==> src/logic/gplc_pkg.sv <==
// constants and types for the low-pin port configuration register
package gplc_pkg;

  // register group placement on the peripheral bus
  localparam logic [31:0] GPLC_PORT_A_BASE   = 32'h4001_0800;
  localparam logic [31:0] GPLC_PORT_B_BASE   = 32'h4001_0C00;
  localparam logic [31:0] GPLC_PORT_STEP     = 32'h0000_0400;
  localparam logic [31:0] GPLC_ALT_FUNC_BASE = 32'h4001_0000;
  localparam int          GPLC_PORT_COUNT    = 5;

  // register offset within a port group and its reset value
  localparam logic [31:0] GPLC_LOW_CFG_OFFSET = 32'h0000_0000;
  localparam logic [31:0] GPLC_LOW_CFG_RESET  = 32'h4444_4444;

  // field layout: one nibble per pin
  localparam int GPLC_PIN_COUNT  = 8;
  localparam int GPLC_NIBBLE     = 4;
  localparam int GPLC_MODE_LSB   = 0;
  localparam int GPLC_CFG_LSB    = 2;
  localparam int GPLC_FIELD_BITS = 2;

  // direction and speed field codes
  typedef enum logic [1:0] {
    GPLC_MODE_INPUT  = 2'h0,
    GPLC_MODE_OUT10M = 2'h1,
    GPLC_MODE_OUT2M  = 2'h2,
    GPLC_MODE_OUT50M = 2'h3
  } gplc_mode_e;

  // driver type codes while the pin is an input
  typedef enum logic [1:0] {
    GPLC_IN_ANALOG = 2'h0,
    GPLC_IN_FLOAT  = 2'h1,
    GPLC_IN_PULL   = 2'h2,
    GPLC_IN_RSVD   = 2'h3
  } gplc_in_kind_e;

  // driver type codes while the pin is an output
  typedef enum logic [1:0] {
    GPLC_OUT_GP_PP = 2'h0,
    GPLC_OUT_GP_OD = 2'h1,
    GPLC_OUT_AF_OD = 2'h2,
    GPLC_OUT_AF_PP = 2'h3
  } gplc_out_kind_e;

  // decoded control for one pin driver
  typedef struct packed {
    gplc_mode_e     mode;
    logic           is_output;
    gplc_in_kind_e  in_kind;
    gplc_out_kind_e out_kind;
    logic           alt_func;
    logic           open_drain;
    logic           pull_en;
    logic           analog_en;
    logic           rsvd_code;
  } gplc_pin_ctl_s;

endpackage

==> src/logic/gplc_low_cfg.sv <==
// low-pin port configuration register with APB slave and pin decode
//
// The APB register port is this design's own decision.
`timescale 1ns/100ps

// Operation
// - Port groups start at 0x40010800 for port A and 0x40010C00 for port B, stepping 0x400 for C to E, with the alternate-function block at 0x40010000.
// - The pin 0 to 7 configuration register is a 32-bit register at offset 0x00 of the port group.
// - Reset loads 0x44444444, leaving every pin a floating input.
// - Pin n owns a nibble: bits 4n+1:4n are its mode and bits 4n+3:4n+2 its configuration.
// - All fields are software read/write and no hardware event alters them after reset.
// - Mode 00 is input, 01 output at 10MHz, 10 output at 2MHz, 11 output at 50MHz.
// - The configuration field uses the input coding for mode 00 and the output coding otherwise.
// - Input coding is 00 analog, 01 floating, 10 pull-up or pull-down, 11 reserved.
// - Output coding is 00 push-pull, 01 open-drain, 10 alternate-function open-drain.
module gplc_low_cfg #(
  parameter int PORT_INDEX = 0
) (
  input  wire logic                  core_clk_in,
  input  wire logic                  srst_in,
  input  wire logic                  psel_in,
  input  wire logic                  penable_in,
  input  wire logic                  pwrite_in,
  input  wire logic [31:0]           paddr_in,
  input  wire logic [31:0]           pwdata_in,
  input  wire logic [3:0]            pstrb_in,
  output logic      [31:0]           prdata_out,
  output logic                       pready_out,
  output logic                       pslverr_out,
  output logic      [31:0]           port_low_pin_config_out,
  output gplc_pkg::gplc_pin_ctl_s [7:0] pin_ctl_out
);
  import gplc_pkg::*;

  // group base of this port instance
  localparam logic [31:0] GROUP_BASE =
    GPLC_PORT_A_BASE + GPLC_PORT_STEP * 32'(PORT_INDEX);
  localparam logic [31:0] CFG_ADDR = GROUP_BASE + GPLC_LOW_CFG_OFFSET;

  logic [31:0]                  cfg_q;
  logic [31:0]                  cfg_d;
  logic                         hit;
  logic                         setup;
  logic                         wr_acc;
  gplc_pin_ctl_s [7:0]          ctl_d;
  logic [1:0]                   pin0_direction_speed;
  logic [1:0]                   pin1_direction_speed;
  logic [1:0]                   pin2_direction_speed;
  logic [1:0]                   pin3_direction_speed;
  logic [1:0]                   pin4_direction_speed;
  logic [1:0]                   pin5_direction_speed;
  logic [1:0]                   pin6_direction_speed;
  logic [1:0]                   pin7_direction_speed;
  logic [1:0]                   pin0_driver_type;
  logic [1:0]                   pin1_driver_type;
  logic [1:0]                   pin2_driver_type;
  logic [1:0]                   pin3_driver_type;
  logic [1:0]                   pin4_driver_type;
  logic [1:0]                   pin5_driver_type;
  logic [1:0]                   pin6_driver_type;
  logic [1:0]                   pin7_driver_type;

  // merge write data into the word under byte strobes
  function automatic logic [31:0] strb_merge(input logic [31:0] old,
                                             input logic [31:0] wdat,
                                             input logic [3:0]  strb);
    logic [31:0] res;
    res = old;
    for (int b = 0; b < 4; b++) begin
      if (strb[b]) begin
        res[8*b +: 8] = wdat[8*b +: 8];
      end
    end
    return res;
  endfunction

  // turn one pin nibble into driver controls
  function automatic gplc_pin_ctl_s pin_decode(input logic [3:0] nib);
    gplc_pin_ctl_s c;
    logic [1:0]    md;
    logic [1:0]    cf;
    md = nib[GPLC_MODE_LSB +: GPLC_FIELD_BITS];
    cf = nib[GPLC_CFG_LSB +: GPLC_FIELD_BITS];
    c = '0;
    c.mode      = gplc_mode_e'(md);
    c.is_output = (md != 2'h0);
    c.in_kind   = GPLC_IN_FLOAT;
    c.out_kind  = GPLC_OUT_GP_PP;
    if (!c.is_output) begin
      c.in_kind = gplc_in_kind_e'(cf);
      case (cf)
        2'h0: c.analog_en = 1'b1;
        2'h1: c.analog_en = 1'b0;
        2'h2: c.pull_en   = 1'b1;
        2'h3: c.rsvd_code = 1'b1;
        default: c.rsvd_code = 1'b1;
      endcase
    end else begin
      c.out_kind = gplc_out_kind_e'(cf);
      case (cf)
        2'h0: c.open_drain = 1'b0;
        2'h1: c.open_drain = 1'b1;
        2'h2: begin
          c.alt_func   = 1'b1;
          c.open_drain = 1'b1;
        end
        2'h3: c.alt_func = 1'b1;
        default: c.alt_func = 1'b0;
      endcase
    end
    return c;
  endfunction

  // bus phase decode; only the exact word address is mapped
  assign hit    = (paddr_in == CFG_ADDR);
  assign setup  = psel_in && !penable_in;
  assign wr_acc = psel_in && penable_in && pwrite_in && hit;

  // zero-wait slave: access phase always completes
  assign pready_out = psel_in && penable_in;

  // next register value; only a bus write changes it
  always_comb begin
    cfg_d = cfg_q;
    if (wr_acc) begin
      cfg_d = strb_merge(cfg_q, pwdata_in, pstrb_in);
    end
  end

  // configuration word
  always_ff @(posedge core_clk_in) begin
    if (srst_in) begin
      cfg_q <= GPLC_LOW_CFG_RESET;
    end else begin
      cfg_q <= cfg_d;
    end
  end

  // direction and speed field of each pin in the next value
  assign pin0_direction_speed = cfg_d[0*GPLC_NIBBLE+GPLC_MODE_LSB +: GPLC_FIELD_BITS];
  assign pin1_direction_speed = cfg_d[1*GPLC_NIBBLE+GPLC_MODE_LSB +: GPLC_FIELD_BITS];
  assign pin2_direction_speed = cfg_d[2*GPLC_NIBBLE+GPLC_MODE_LSB +: GPLC_FIELD_BITS];
  assign pin3_direction_speed = cfg_d[3*GPLC_NIBBLE+GPLC_MODE_LSB +: GPLC_FIELD_BITS];
  assign pin4_direction_speed = cfg_d[4*GPLC_NIBBLE+GPLC_MODE_LSB +: GPLC_FIELD_BITS];
  assign pin5_direction_speed = cfg_d[5*GPLC_NIBBLE+GPLC_MODE_LSB +: GPLC_FIELD_BITS];
  assign pin6_direction_speed = cfg_d[6*GPLC_NIBBLE+GPLC_MODE_LSB +: GPLC_FIELD_BITS];
  assign pin7_direction_speed = cfg_d[7*GPLC_NIBBLE+GPLC_MODE_LSB +: GPLC_FIELD_BITS];

  // driver type field of each pin in the next value
  assign pin0_driver_type = cfg_d[0*GPLC_NIBBLE+GPLC_CFG_LSB +: GPLC_FIELD_BITS];
  assign pin1_driver_type = cfg_d[1*GPLC_NIBBLE+GPLC_CFG_LSB +: GPLC_FIELD_BITS];
  assign pin2_driver_type = cfg_d[2*GPLC_NIBBLE+GPLC_CFG_LSB +: GPLC_FIELD_BITS];
  assign pin3_driver_type = cfg_d[3*GPLC_NIBBLE+GPLC_CFG_LSB +: GPLC_FIELD_BITS];
  assign pin4_driver_type = cfg_d[4*GPLC_NIBBLE+GPLC_CFG_LSB +: GPLC_FIELD_BITS];
  assign pin5_driver_type = cfg_d[5*GPLC_NIBBLE+GPLC_CFG_LSB +: GPLC_FIELD_BITS];
  assign pin6_driver_type = cfg_d[6*GPLC_NIBBLE+GPLC_CFG_LSB +: GPLC_FIELD_BITS];
  assign pin7_driver_type = cfg_d[7*GPLC_NIBBLE+GPLC_CFG_LSB +: GPLC_FIELD_BITS];

  // per-pin decode of the next value
  always_comb begin
    ctl_d[0] = pin_decode({pin0_driver_type, pin0_direction_speed});
    ctl_d[1] = pin_decode({pin1_driver_type, pin1_direction_speed});
    ctl_d[2] = pin_decode({pin2_driver_type, pin2_direction_speed});
    ctl_d[3] = pin_decode({pin3_driver_type, pin3_direction_speed});
    ctl_d[4] = pin_decode({pin4_driver_type, pin4_direction_speed});
    ctl_d[5] = pin_decode({pin5_driver_type, pin5_direction_speed});
    ctl_d[6] = pin_decode({pin6_driver_type, pin6_direction_speed});
    ctl_d[7] = pin_decode({pin7_driver_type, pin7_direction_speed});
  end

  // registered pin controls, same edge as the register
  always_ff @(posedge core_clk_in) begin
    if (srst_in) begin
      for (int p = 0; p < GPLC_PIN_COUNT; p++) begin
        pin_ctl_out[p] <= pin_decode(GPLC_LOW_CFG_RESET[GPLC_NIBBLE*p +: GPLC_NIBBLE]);
      end
      port_low_pin_config_out <= GPLC_LOW_CFG_RESET;
    end else begin
      pin_ctl_out             <= ctl_d;
      port_low_pin_config_out <= cfg_d;
    end
  end

  // read data and error captured in the setup phase
  always_ff @(posedge core_clk_in) begin
    if (srst_in) begin
      prdata_out  <= 32'h0000_0000;
      pslverr_out <= 1'b0;
    end else if (setup) begin
      prdata_out  <= (hit && !pwrite_in) ? cfg_q : 32'h0000_0000;
      pslverr_out <= !hit;
    end
  end

endmodule // gplc_low_cfg

==> config.mk <==
export PLATFORM = sky130hd
export DESIGN_NAME = gplc_low_cfg
export DESIGN_NICKNAME = d
export VERILOG_FILES = /design/src/logic/gplc_pkg.sv /design/src/logic/gplc_low_cfg.sv
export SDC_FILE = /design/constraint.sdc
export NUM_CORES = 1
export LEC_CHECK = 0
export BUFFER_PORTS_ARGS = -buffer_cell sky130_fd_sc_hd__buf_4
export CAP_MARGIN = 20
export CORE_ASPECT_RATIO = 0.9
export CORE_UTILIZATION = 45
export CTS_BUF_LIST = sky130_fd_sc_hd__clkbuf_4
export CTS_CLUSTER_SIZE = 20
export DETAILED_ROUTE_END_ITERATION = 16
export PLACE_DENSITY = 0.85
export SYNTH_ARGS = -nofsm -noshare
export SYNTH_HDL_FRONTEND = slang
export SYNTH_SLANG_ARGS = --single-unit
==> constraint.sdc <==
create_clock -name core_clk_in -period 1.9 [get_ports core_clk_in]
set_input_delay 0.095 -clock core_clk_in [delete_from_list [all_inputs] [get_ports core_clk_in]]
set_output_delay 0.095 -clock core_clk_in [all_outputs]
set_load 0.05 [all_outputs]
# Yosys cells after proc, flatten, opt, wreduce, memory -nomap -nowiden
# Cells that the tools add are included.
# word_totals
inputBits	73
reg_bits	161
out_inout_bits	162
# classes
n_reduce_logical	56
mux	46
bitwise	8
n_eq_ne	25
# op_table
cell	count
32-bit 2-to-1 mux	2
2-bit OR reduction	32
1-bit 2-to-1 mux	40
2-bit equality test, second input constant	16
32-bit by 31-bit equality test with 1-bit output, second input constant	1
8-bit 2-to-1 mux	4
2-bit by 1-bit equality test with 1-bit output, second input constant	8
2-bit zero test	8
2-bit nonzero test	8
1-bit NOT	8
1-bit logical AND	5
1-bit zero test	3

# Longest topological paths before layout
# Gate-level depths: netlist of run 1.
# depth
ltp_word	7
depth_mapped	9
ltp_nobuf	8

# Worst setup path before layout of run 1
# Ideal clock, no wire load.
# synth_path
path_type	input port to flip-flop
start	in paddr_in[19]
end	reg pin_ctl_out[40] (netlist bit)
required_time_ps	1830
arrival_time_ps	1839
path_buffers	1
path_stages	9
path_slack_ps	-10
setup_time_ps	70
cell_sequence	nor4b_2 and4_4 and4_1 buf_2 mux2i_1 ha_1 a21oi_1 or3_1 a21oi_1
# synth_between
elab_chain_len	6
word_cells_on_any_way	10
# synth_lines
item	line_no	source
from (decl)	gplc_low_cfg.sv:24	input wire logic [31:0] paddr_in,
32-bit by 31-bit equality test with 1-bit output *	gplc_low_cfg.sv:115	assign hit = (paddr_in == CFG_ADDR);
1-bit logical AND *	gplc_low_cfg.sv:117	assign wr_acc = psel_in && penable_in && pwrite_in && hit;
32-bit 2-to-1 mux *	gplc_low_cfg.sv:125	if (wr_acc) begin
2-bit equality test or 2-bit nonzero test (tied branches)	gplc_low_cfg.sv:100, gplc_low_cfg.sv:86	
2-bit OR reduction (no source line) or 1-bit NOT (tied branches)	--	
1-bit 2-to-1 mux or 2-bit OR reduction (tied branches)	--	
to (signal, indexed assignment)	gplc_low_cfg.sv:175	pin_ctl_out[p] <= pin_decode(GPLC_LOW_CFG_RESET[GPLC_NIBBLE*p +: GPLC_NIBBLE]);
to (signal assigned)	gplc_low_cfg.sv:179	pin_ctl_out <= ctl_d;
to (decl)	gplc_low_cfg.sv:31	output gplc_pkg::gplc_pin_ctl_s [7:0] pin_ctl_out
# Mark *: on every way between the ends. The rest lies on a longest branch, timed or not.
# A chain may end at the register's enable or synchronous reset.

# Worst setup path after layout of run 1
# layout_path
start	in paddr_in[13]
end	reg pin_ctl_out[61] (netlist bit)
# layout_between
elab_chain_len	5
word_cells_on_any_way	7
# layout_lines
item	line_no
32-bit by 31-bit equality test with 1-bit output *	gplc_low_cfg.sv:115
1-bit logical AND *	gplc_low_cfg.sv:117
32-bit 2-to-1 mux *	gplc_low_cfg.sv:125
2-bit zero test or 2-bit nonzero test (tied branches)	gplc_low_cfg.sv:91, gplc_low_cfg.sv:86
1-bit 2-to-1 mux or 2-bit OR reduction (tied branches)	--
# Marked as above.

==> results.json, run 1 <==
{
  "pre_cts_ws_ns": -0.317,
  "cap_violations": 0,
  "finalClockSkew_ns": 0.0176,
  "root_buffer": "clkbuf_4",
  "io_pins": 235,
  "syn-cell-area_sq_um": 5740,
  "numCtsBuffers": 17,
  "antenna_found_initial": 1,
  "clock_latency_ns": 0.52,
  "grt_pass1_wl_microns": 26400,
  "worstPathArrival_ns": 2.33,
  "grt_util_met3": 0.0601,
  "end_kind": "register",
  "reg2reg_from": "port_low_pin_config_out[25]",
  "p_per_area_nw_per_um2": 635,
  "port_buffers": 234,
  "path_buf_inv": 4,
  "routed-via-count": 5654,
  "maxSlewHeadroom": 0.674,
  "vias_per_cell": 5.38,
  "hold_violations": 0,
  "synth_edf_count": 0,
  "min_from": "pstrb_in[2]",
  "coreArea_sq_um": 12300,
  "die_y_microns": 109,
  "h-tree-depth": 4,
  "grt_usage": 0.258,
  "critPathLaunchType": "input pin",
  "min_path_cells": 5,
  "fill_cells": 937,
  "synth_seq_area_share": 0.485,
  "die_w_microns": 121,
  "p_leak_nw": 3.69,
  "worstPathMaxFanout": 8,
  "criticalPathCategory": "input pin to register",
  "place_area_sq_um": 7700,
  "routed_wl_microns": 17200,
  "finalMaxSlewViolations": 0,
  "final_nets": 952,
  "postSynthAreaPerCell_sq_um": 9.47,
  "ant_nets": 0,
  "fin_crit_ns": 1.88,
  "synth-seq-cells": 139,
  "ir_worst_vdd_uv": 665,
  "critPathMostFrequentCell": "buf_4",
  "syn_nets": 681,
  "grt_pass1_vias": 5271,
  "clock_path_buffers": 2,
  "drt_first_pass_iters": 5,
  "mostFrequentLayoutCell": "buf_4",
  "r2r.worst_path.cells": 5,
  "drtIter0Drc": 421,
  "wl_per_cell_microns": 16.4,
  "ys_types": 51,
  "post_cts_buffers": 0,
  "most-common-layout-cells": "270 x buf_4, 139 x dfxtp_1, 55 x nor2_1",
  "max_freq_mhz": 531,
  "grt_max_degree": 48,
  "hold_path_class": "input pin to register",
  "r2r_end": "pin_ctl_out[74]",
  "grt-ovfl-total": 0,
  "cts_tree": "done",
  "dp_hpwl_microns": 11800,
  "busiest_layer": "met2",
  "layout-drive-gt1-share": 0.372,
  "synthCells": 606,
  "crit_slowest_cell": "dlygate4sd3_1",
  "gr-usage-met1": 0.300,
  "holdPathEnd": "pin_ctl_out[68]",
  "worst-endpoint-required_ns": 2.35,
  "synth_warnings": 0,
  "drc": 0,
  "dieArea_sq_um": 13200,
  "grtUsageMet2": 0.458,
  "final_cell_area_sq_um": 8410,
  "r2r_slack_ns": 0.14,
  "setup_ws_ns": 0.0185,
  "critical-path-max-stage-delay_ns": 0.58,
  "initial_utilization": 0.468,
  "crit_chain": "buf_4 -> nor4_4 -> and4_4 -> buf_4 -> buf_6 -> nand4_4 -> or4_1 -> dlygate4sd3_1 -> a21oi_1",
  "areaGrowthSynthToFinish_pct": 46.4,
  "setup_tns_ns": 0,
  "cts_sinks": 139,
  "gp_congestion": 0.867,
  "clk_pin_slew_worst_paths_ns": 0.12,
  "ys.flop_type": "dfxtp_1",
  "placementRows": 38,
  "rsz0062_at_grt": "no",
  "status": "completed",
  "worst_slew_pin_slew_ns": 0.488,
  "path_delay_family": "simple AND/OR/NAND/NOR gates",
  "finalCritPeriodShare": 0.990,
  "final_core_util": 0.685,
  "synthArstFlopShare": 0,
  "setup_viol": 0
}
layer usage:
| layer | part of all wire | vias to the layer above |
|---|---|---|
| met1 | 0.41 | 2695 |
| met2 | 0.50 | 249 |
| met4 | 0.019 | 0 |
| met5 | 0 | - |
| met3 | 0.063 | 28 |
| li1 | - | 2682 |
layout make-up:
| cell class | instances | area, sq um | area share |
|---|---|---|---|
| repair buffers | 313 | 2480 | 0.295 |
| flip-flops and latches | 139 | 2780 | 0.331 |
| well taps | 160 | 200 | 0.0238 |
| multi-input cells | 395 | 2600 | 0.309 |
| clock buffers | 20 | 150 | 0.0179 |
| inverters | 11 | 41.3 | 0.00491 |
| clock inverters | 12 | 148 | 0.0176 |
| diodes | 1 | 2.50 | 0.000298 |
report_power, final:
part	internal (mW)	total [mW]	leakage, nW	switching [mW]
clock	0.950	2.03	0.156	1.08
sequential	2.91	2.91	1.12	0.000694
combinational	0.197	0.384	2.41	0.188
state kept, by name, summed over array words and instances, names as in the netlist:
signal                   flops
prdata_out                  32
port_low_pin_config_out     32
pslverr_out                  1
pin_ctl_out                 74
cell usage after synthesis, types with 15 or more instances:
cell	number	area share
nand2_1	40	0.026
nand3_1	34	0.030
nand3b_1	15	0.020
dfxtp_1	139	0.48
mux2i_1	21	0.037
a21oi_1	54	0.047
nor2_1	55	0.036
buf_4	25	0.033
a22oi_1	32	0.042
nor3_1	19	0.017
nor2b_1	17	0.019
clkbuf_1	22	0.014
worst max-delay path by stage:
stage | from | end | slack, ns | cells after the start
6_report | paddr_in[13] | pin_ctl_out[61] | 0.02 | 9
5_1_grt | paddr_in[13] | pin_ctl_out[61] | 0.003 | 9
4_1_cts | port_low_pin_config_out[25] | pin_ctl_out[74] | 0.04 | 5
3_5_place_dp | paddr_in[0] | pin_ctl_out[40] | -0.32 | 9
3_3_place_gp | paddr_in[0] | pin_ctl_out[51] | -0.27 | 10
2_1_floorplan | paddr_in[19] | pin_ctl_out[40] | -0.002 | 9
through the flow:
stage	cells	hold slack (ns)	total power [mW]
finish	1051	0.0786	5.33
global route	1051	0.0749	5.54
CTS	1050	0.0457	5.36
detailed placement	979	0.360	3.30
floorplan	606	0.219	3.10
global placement	979	0.358	3.30
worst register-to-register path: stages (launching register included):
cell and delay (ns):
dfxtp_1 0.37, or2_2 0.38, nor3b_2 0.24, nand3b_1 0.10, o31ai_1 0.06, dlygate4sd3_1 0.56
timing repair:
item / CTS / global route
gates resized for setup: 0 / 6
hold endpoints to repair: 98 / 0
hold buffers: 39 / 0
endpoints found under the setup margin: 0 / 5
kinds of logic (layout without fill, tap and decap cells):
group | Yosys count | after routing | synth area share
compound gates | 117 | 117 | 0.131
xor+xnor | 12 | 12 | 0.0183
fa+ha+maj | 2 | 2 | 0.00436
buf+inv | 72 | 356 | 0.0739
flops | 139 | 139 | 0.485
mux | 23 | 23 | 0.0405
other cells | 0 | 1 | 0
simple gates | 241 | 241 | 0.247
(Power assumes the default switching activity.)
==> run 2, diff against run 1 <==
PLACE_DENSITY = 0.79   (was 0.85)
==> run 2 against run 1 <==
The run now ends with setup timing left; sequential share of layout area is 0.074 points higher; wire length is 0.22% higher; core utilization is 0.15 points lower; non-clock buffer count is 6 lower; sequential power hardly changed; critical path depth is 1 lower; combinational power is 1% lower; via count is 0.57% higher; cell area is 0.22% lower; clock-buffer cell count is 3 lower.
==> results.json, run 2 (synthesis gave the netlist of run 1 again) <==
{
  "mostFrequentLayoutCell": "buf_4",
  "most-common-layout-cells": "262 x buf_4, 139 x dfxtp_1, 55 x nor2_1",
  "worstPathMaxFanout": 9,
  "numCtsBuffers": 17,
  "criticalPathCategory": "input pin to register",
  "p_per_area_nw_per_um2": 639,
  "coreArea_sq_um": 12300,
  "port_buffers": 234,
  "multiInputGateArea_sq_um": 2590,
  "critPathLaunchType": "input pin",
  "cts_sinks": 139,
  "vias_per_cell": 5.44,
  "hold_violations": 0,
  "gp_congestion": 0.869,
  "root_buffer": "clkbuf_4",
  "routed-via-count": 5686,
  "grt_usage": 0.259,
  "areaGrowthSynthToFinish_pct": 46.1,
  "r2r.worst_path.cells": 3,
  "place_area_sq_um": 7680,
  "io_pins": 235,
  "die_w_microns": 121,
  "die_y_microns": 109,
  "cts_tree": "done",
  "drtIter0Drc": 426,
  "max_freq_mhz": 523,
  "dp.cells": 973,
  "finalClockSkew_ns": 0.0157,
  "wl_per_cell_microns": 16.5,
  "finalCritPeriodShare": 1.01,
  "maxSlewHeadroom": 0.557,
  "h-tree-depth": 4,
  "clk_pin_slew_worst_paths_ns": 0.12,
  "violations": "setup timing",
  "ir_worst_vdd_uv": 707,
  "reg_top3": "pin_ctl_out x74, port_low_pin_config_out x32, prdata_out x32",
  "min_from": "srst_in",
  "holdPathEnd": "prdata_out[11]",
  "hold_path_class": "input pin to register",
  "setup_tns_ns": -0.0113,
  "worstPathArrival_ns": 2.33,
  "p_leak_nw": 3.66,
  "final_cell_area_sq_um": 8390,
  "grt-ovfl-total": 0,
  "top_register": "pin_ctl_out",
  "fill_cells": 946,
  "drc": 0,
  "antenna_found_initial": 1,
  "clock_latency_ns": 0.54,
  "final_core_util": 0.684,
  "rsz0062_at_grt": "no",
  "end_kind": "register",
  "routed_wl_microns": 17300,
  "final_nets": 946,
  "r2r_slack_ns": 0.44,
  "post_cts_buffers": 0,
  "grt_pass1_vias": 5410,
  "fin_crit_ns": 1.91,
  "ant_nets": 0,
  "dp_hpwl_microns": 12400,
  "finalNonFillerCells": 1045,
  "cap_violations": 0,
  "worst-endpoint-required_ns": 2.32,
  "seq_area_sq_um": 2780,
  "initial_utilization": 0.468,
  "drt_first_pass_iters": 5,
  "placementRows": 38,
  "largest_reg_flops": 74,
  "clock_path_buffers": 2,
  "status": "complete, but fails checks",
  "layout-drive-gt1-share": 0.364,
  "finalMaxSlewViolations": 0,
  "grt_max_degree": 63,
  "dieArea_sq_um": 13200,
  "reg2reg_from": "port_low_pin_config_out[25]",
  "grt_pass1_wl_microns": 26400,
  "whs_ns": 0.0598,
  "min_path_cells": 2,
  "setup_viol": 1,
  "r2r_end": "pin_ctl_out[73]",
  "setup_ws_ns": -0.0113,
  "worst_slew_pin_slew_ns": 0.665
}
==> run 2: per-stage QoR <==
stage               power [mW]  worst slack, ns
finish                    5.36          -0.0113
global route              5.56          0.00209
CTS                       5.39           0.0610
detailed placement        3.30           -0.316
global placement          3.30           -0.237
floorplan                 3.10         -0.00247
==> run 2: how the worst max path moves through the flow <==
stage	start	endpoint	cells past startpoint
final	paddr_in[13]	pin_ctl_out[52]	8
after global routing	paddr_in[8]	pin_ctl_out[13]	8
after CTS	paddr_in[13]	pin_ctl_out[13]	8
after detailed placement	paddr_in[13]	pin_ctl_out[40]	9
after global placement	paddr_in[0]	pin_ctl_out[40]	9
after floorplan	paddr_in[19]	pin_ctl_out[40]	9
==> run 2: final cells by class <==
| cell class | count | share of cell area |
|---|---|---|
| diodes | 1 | 0.000298 |
| inverters | 11 | 0.00492 |
| flip-flops and latches | 139 | 0.332 |
| well taps | 160 | 0.0239 |
| multi-input cells | 395 | 0.309 |
| clock buffers | 17 | 0.0152 |
| clock inverters | 15 | 0.0213 |
| repair buffers | 307 | 0.294 |
==> run 2: where the power goes <==
part	internal, mW	leakage, nW	switching, mW	total, mW
combinational	0.194	2.38	0.184	0.379
sequential	2.91	1.12	0.00104	2.91
clock	1.02	0.161	1.04	2.06
total	4.13	3.66	1.23	5.36
==> run 2: routing by layer <==
metal / track usage / wire [microns] / vias to the layer above
li1: - / - / 2675
met3: 0.0638 / 1050 / 44
met4: 0.143 / 499 / 0
met5: 0 / 0 / -
met2: 0.447 / 8690 / 261
met1: 0.295 / 7020 / 2706
==> run 2: repair_timing <==
| item | in CTS | in global routing |
|---|---|---|
| endpoints found under the setup margin | 0 | 2 |
| resized for setup | 0 | 3 |
| hold buffers | 39 | 0 |
| endpoints found under the hold margin | 87 | 0 |
==> run 2: critical path: stages <==
cell and delay [ns]:
buf_4 0.12, nor4_4 0.31, and4_4 0.30, and4_1 0.29, buf_12 0.15, nand3_1 0.07, dlygate4sd3_1 0.59, a311oi_1 0.38
==> run 3, diff against run 2 <==
CORE_MARGIN = 5   (was not set)
==> run 3 against run 2 <==
The flow now finishes without violations; maximum frequency is 3.7% higher; total power is 1.7% lower; via count is 0.18% lower; largest cell class unchanged.
==> results.json, run 3 (synthesis gave the netlist of run 1 again) <==
{
  "worst-endpoint-required_ns": 2.32,
  "placementRows": 39,
  "criticalPathCategory": "input pin to register",
  "setup_viol": 0,
  "vias_per_cell": 5.39,
  "dieArea_sq_um": 15100,
  "dp_hpwl_microns": 13300,
  "drt_first_pass_iters": 6,
  "cts_sinks": 139,
  "max_freq_mhz": 543,
  "crit_slowest_cell": "dlygate4sd3_1",
  "finalClockSkew_ns": 0.0146,
  "p_per_area_nw_per_um2": 627,
  "areaGrowthSynthToFinish_pct": 46.3,
  "coreArea_sq_um": 12600,
  "r2r_slack_ns": 0.44,
  "initial_utilization": 0.456,
  "antenna_found_initial": 1,
  "crit_chain": "buf_4 -> nor4_4 -> and4_4 -> buf_6 -> buf_8 -> nand4_4 -> buf_4 -> nor3_1 -> dlygate4sd3_1 -> o21bai_1",
  "gp_congestion": 0.898,
  "grt_pass1_vias": 5696,
  "place_area_sq_um": 7690,
  "drc": 0,
  "top_register": "pin_ctl_out",
  "finalCritPeriodShare": 0.970,
  "grt_usage": 0.236,
  "maxSlewHeadroom": 0.581,
  "grt_max_degree": 63,
  "die_w_microns": 129,
  "fin_crit_ns": 1.84,
  "final_core_util": 0.667,
  "cts_tree": "done",
  "post_cts_buffers": 0,
  "critical-path-max-stage-delay_ns": 0.58,
  "clock_latency_ns": 0.54,
  "final_nets": 950,
  "cap_violations": 0,
  "routed_wl_microns": 18200,
  "end_kind": "register",
  "mostFrequentLayoutCell": "buf_4",
  "port_buffers": 234,
  "clock_path_buffers": 2,
  "grt_pass1_wl_microns": 28300,
  "status": "completed",
  "hold_violations": 0,
  "p_leak_nw": 3.67,
  "critPathLaunchType": "input pin",
  "final_cell_area_sq_um": 8400,
  "reg_top3": "pin_ctl_out x74, port_low_pin_config_out x32, prdata_out x32",
  "root_buffer": "clkbuf_4",
  "h-tree-depth": 4,
  "largest_reg_flops": 74,
  "worstPathArrival_ns": 2.26,
  "path_buf_inv": 5,
  "critPathMostFrequentCell": "buf_4",
  "worstPathMaxFanout": 16,
  "layout-drive-gt1-share": 0.370,
  "wl_per_cell_microns": 17.3,
  "path_delay_family": "buffers and inverters",
  "hold_path_class": "input pin to register",
  "die_y_microns": 117,
  "most-common-layout-cells": "267 x buf_4, 139 x dfxtp_1, 55 x nor2_1",
  "routed-via-count": 5676,
  "finalMaxSlewViolations": 0,
  "numCtsBuffers": 17,
  "drtIter0Drc": 401,
  "worst_slew_pin_slew_ns": 0.628,
  "ir_worst_vdd_uv": 581,
  "clk_pin_slew_worst_paths_ns": 0.11,
  "ant_nets": 0,
  "io_pins": 235,
  "grt-ovfl-total": 0
}
-- run 3: changes by cell type in the layout (fill, tap and decap cells not counted), moves of 2 or more --
cell / change
clkinv_2: -2
buf_4: +5
clkinvlp_4: +2
buf_12: -2
clkbuf_4: +2
-- run 3: worst paths after layout --
check                               from              end  cells after the start
max reg2reg  port_low_pin_config_out[25]  pin_ctl_out[73]                      3
max                          paddr_in[5]  pin_ctl_out[91]                     10
min                              srst_in      pslverr_out                      2
min reg2reg               prdata_out[16]   prdata_out[16]                      2
-- run 3: repair_timing --
action / in CTS / in global routing
hold buffers: 39 / 0
setup endpoints to repair: 0 / 8
endpoints found under the hold margin: 86 / 0
gates resized for setup: 0 / 7
-- run 3: layout make-up --
type / count / area [sq um]
fillers: 957 / 4190
flip-flops and latches: 139 / 2780
multi-input cells: 395 / 2600
repair buffers: 311 / 2480
well taps: 164 / 205
clock inverters: 13 / 150
clock buffers: 19 / 143
inverters: 11 / 41.3
diodes: 1 / 2.50
-- run 3: per-stage QoR --
stage	total power [mW]	cells	setup TNS [ns]	setup slack [ns]	hold slack, ns
final	5.26	1053	0	0.0567	0.0468
after floorplan	3.10	606	-0.00247	-0.00247	0.219
after global placement	3.29	982	-4.13	-0.244	0.353
after CTS	5.29	1053	0	0.0314	0.0122
after detailed placement	3.30	982	-6.84	-0.272	0.361
after global routing	5.46	1053	-0.00322	-0.00322	0.0488
-- run 3: metal layers --
metal / up-vias / GRT usage / part of all wire
met1: 2751 / 0.274 / 0.40
li1: 2675 / - / -
met2: 209 / 0.415 / 0.51
met4: 0 / 0.112 / 0.028
met5: - / 0 / 0
met3: 41 / 0.0554 / 0.060
-- run 3: report_power, final --
group,switching (mW),total [mW],internal (mW)
registers,0.00100,2.91,2.91
logic,0.187,0.378,0.191
clock network,1.05,1.97,0.926
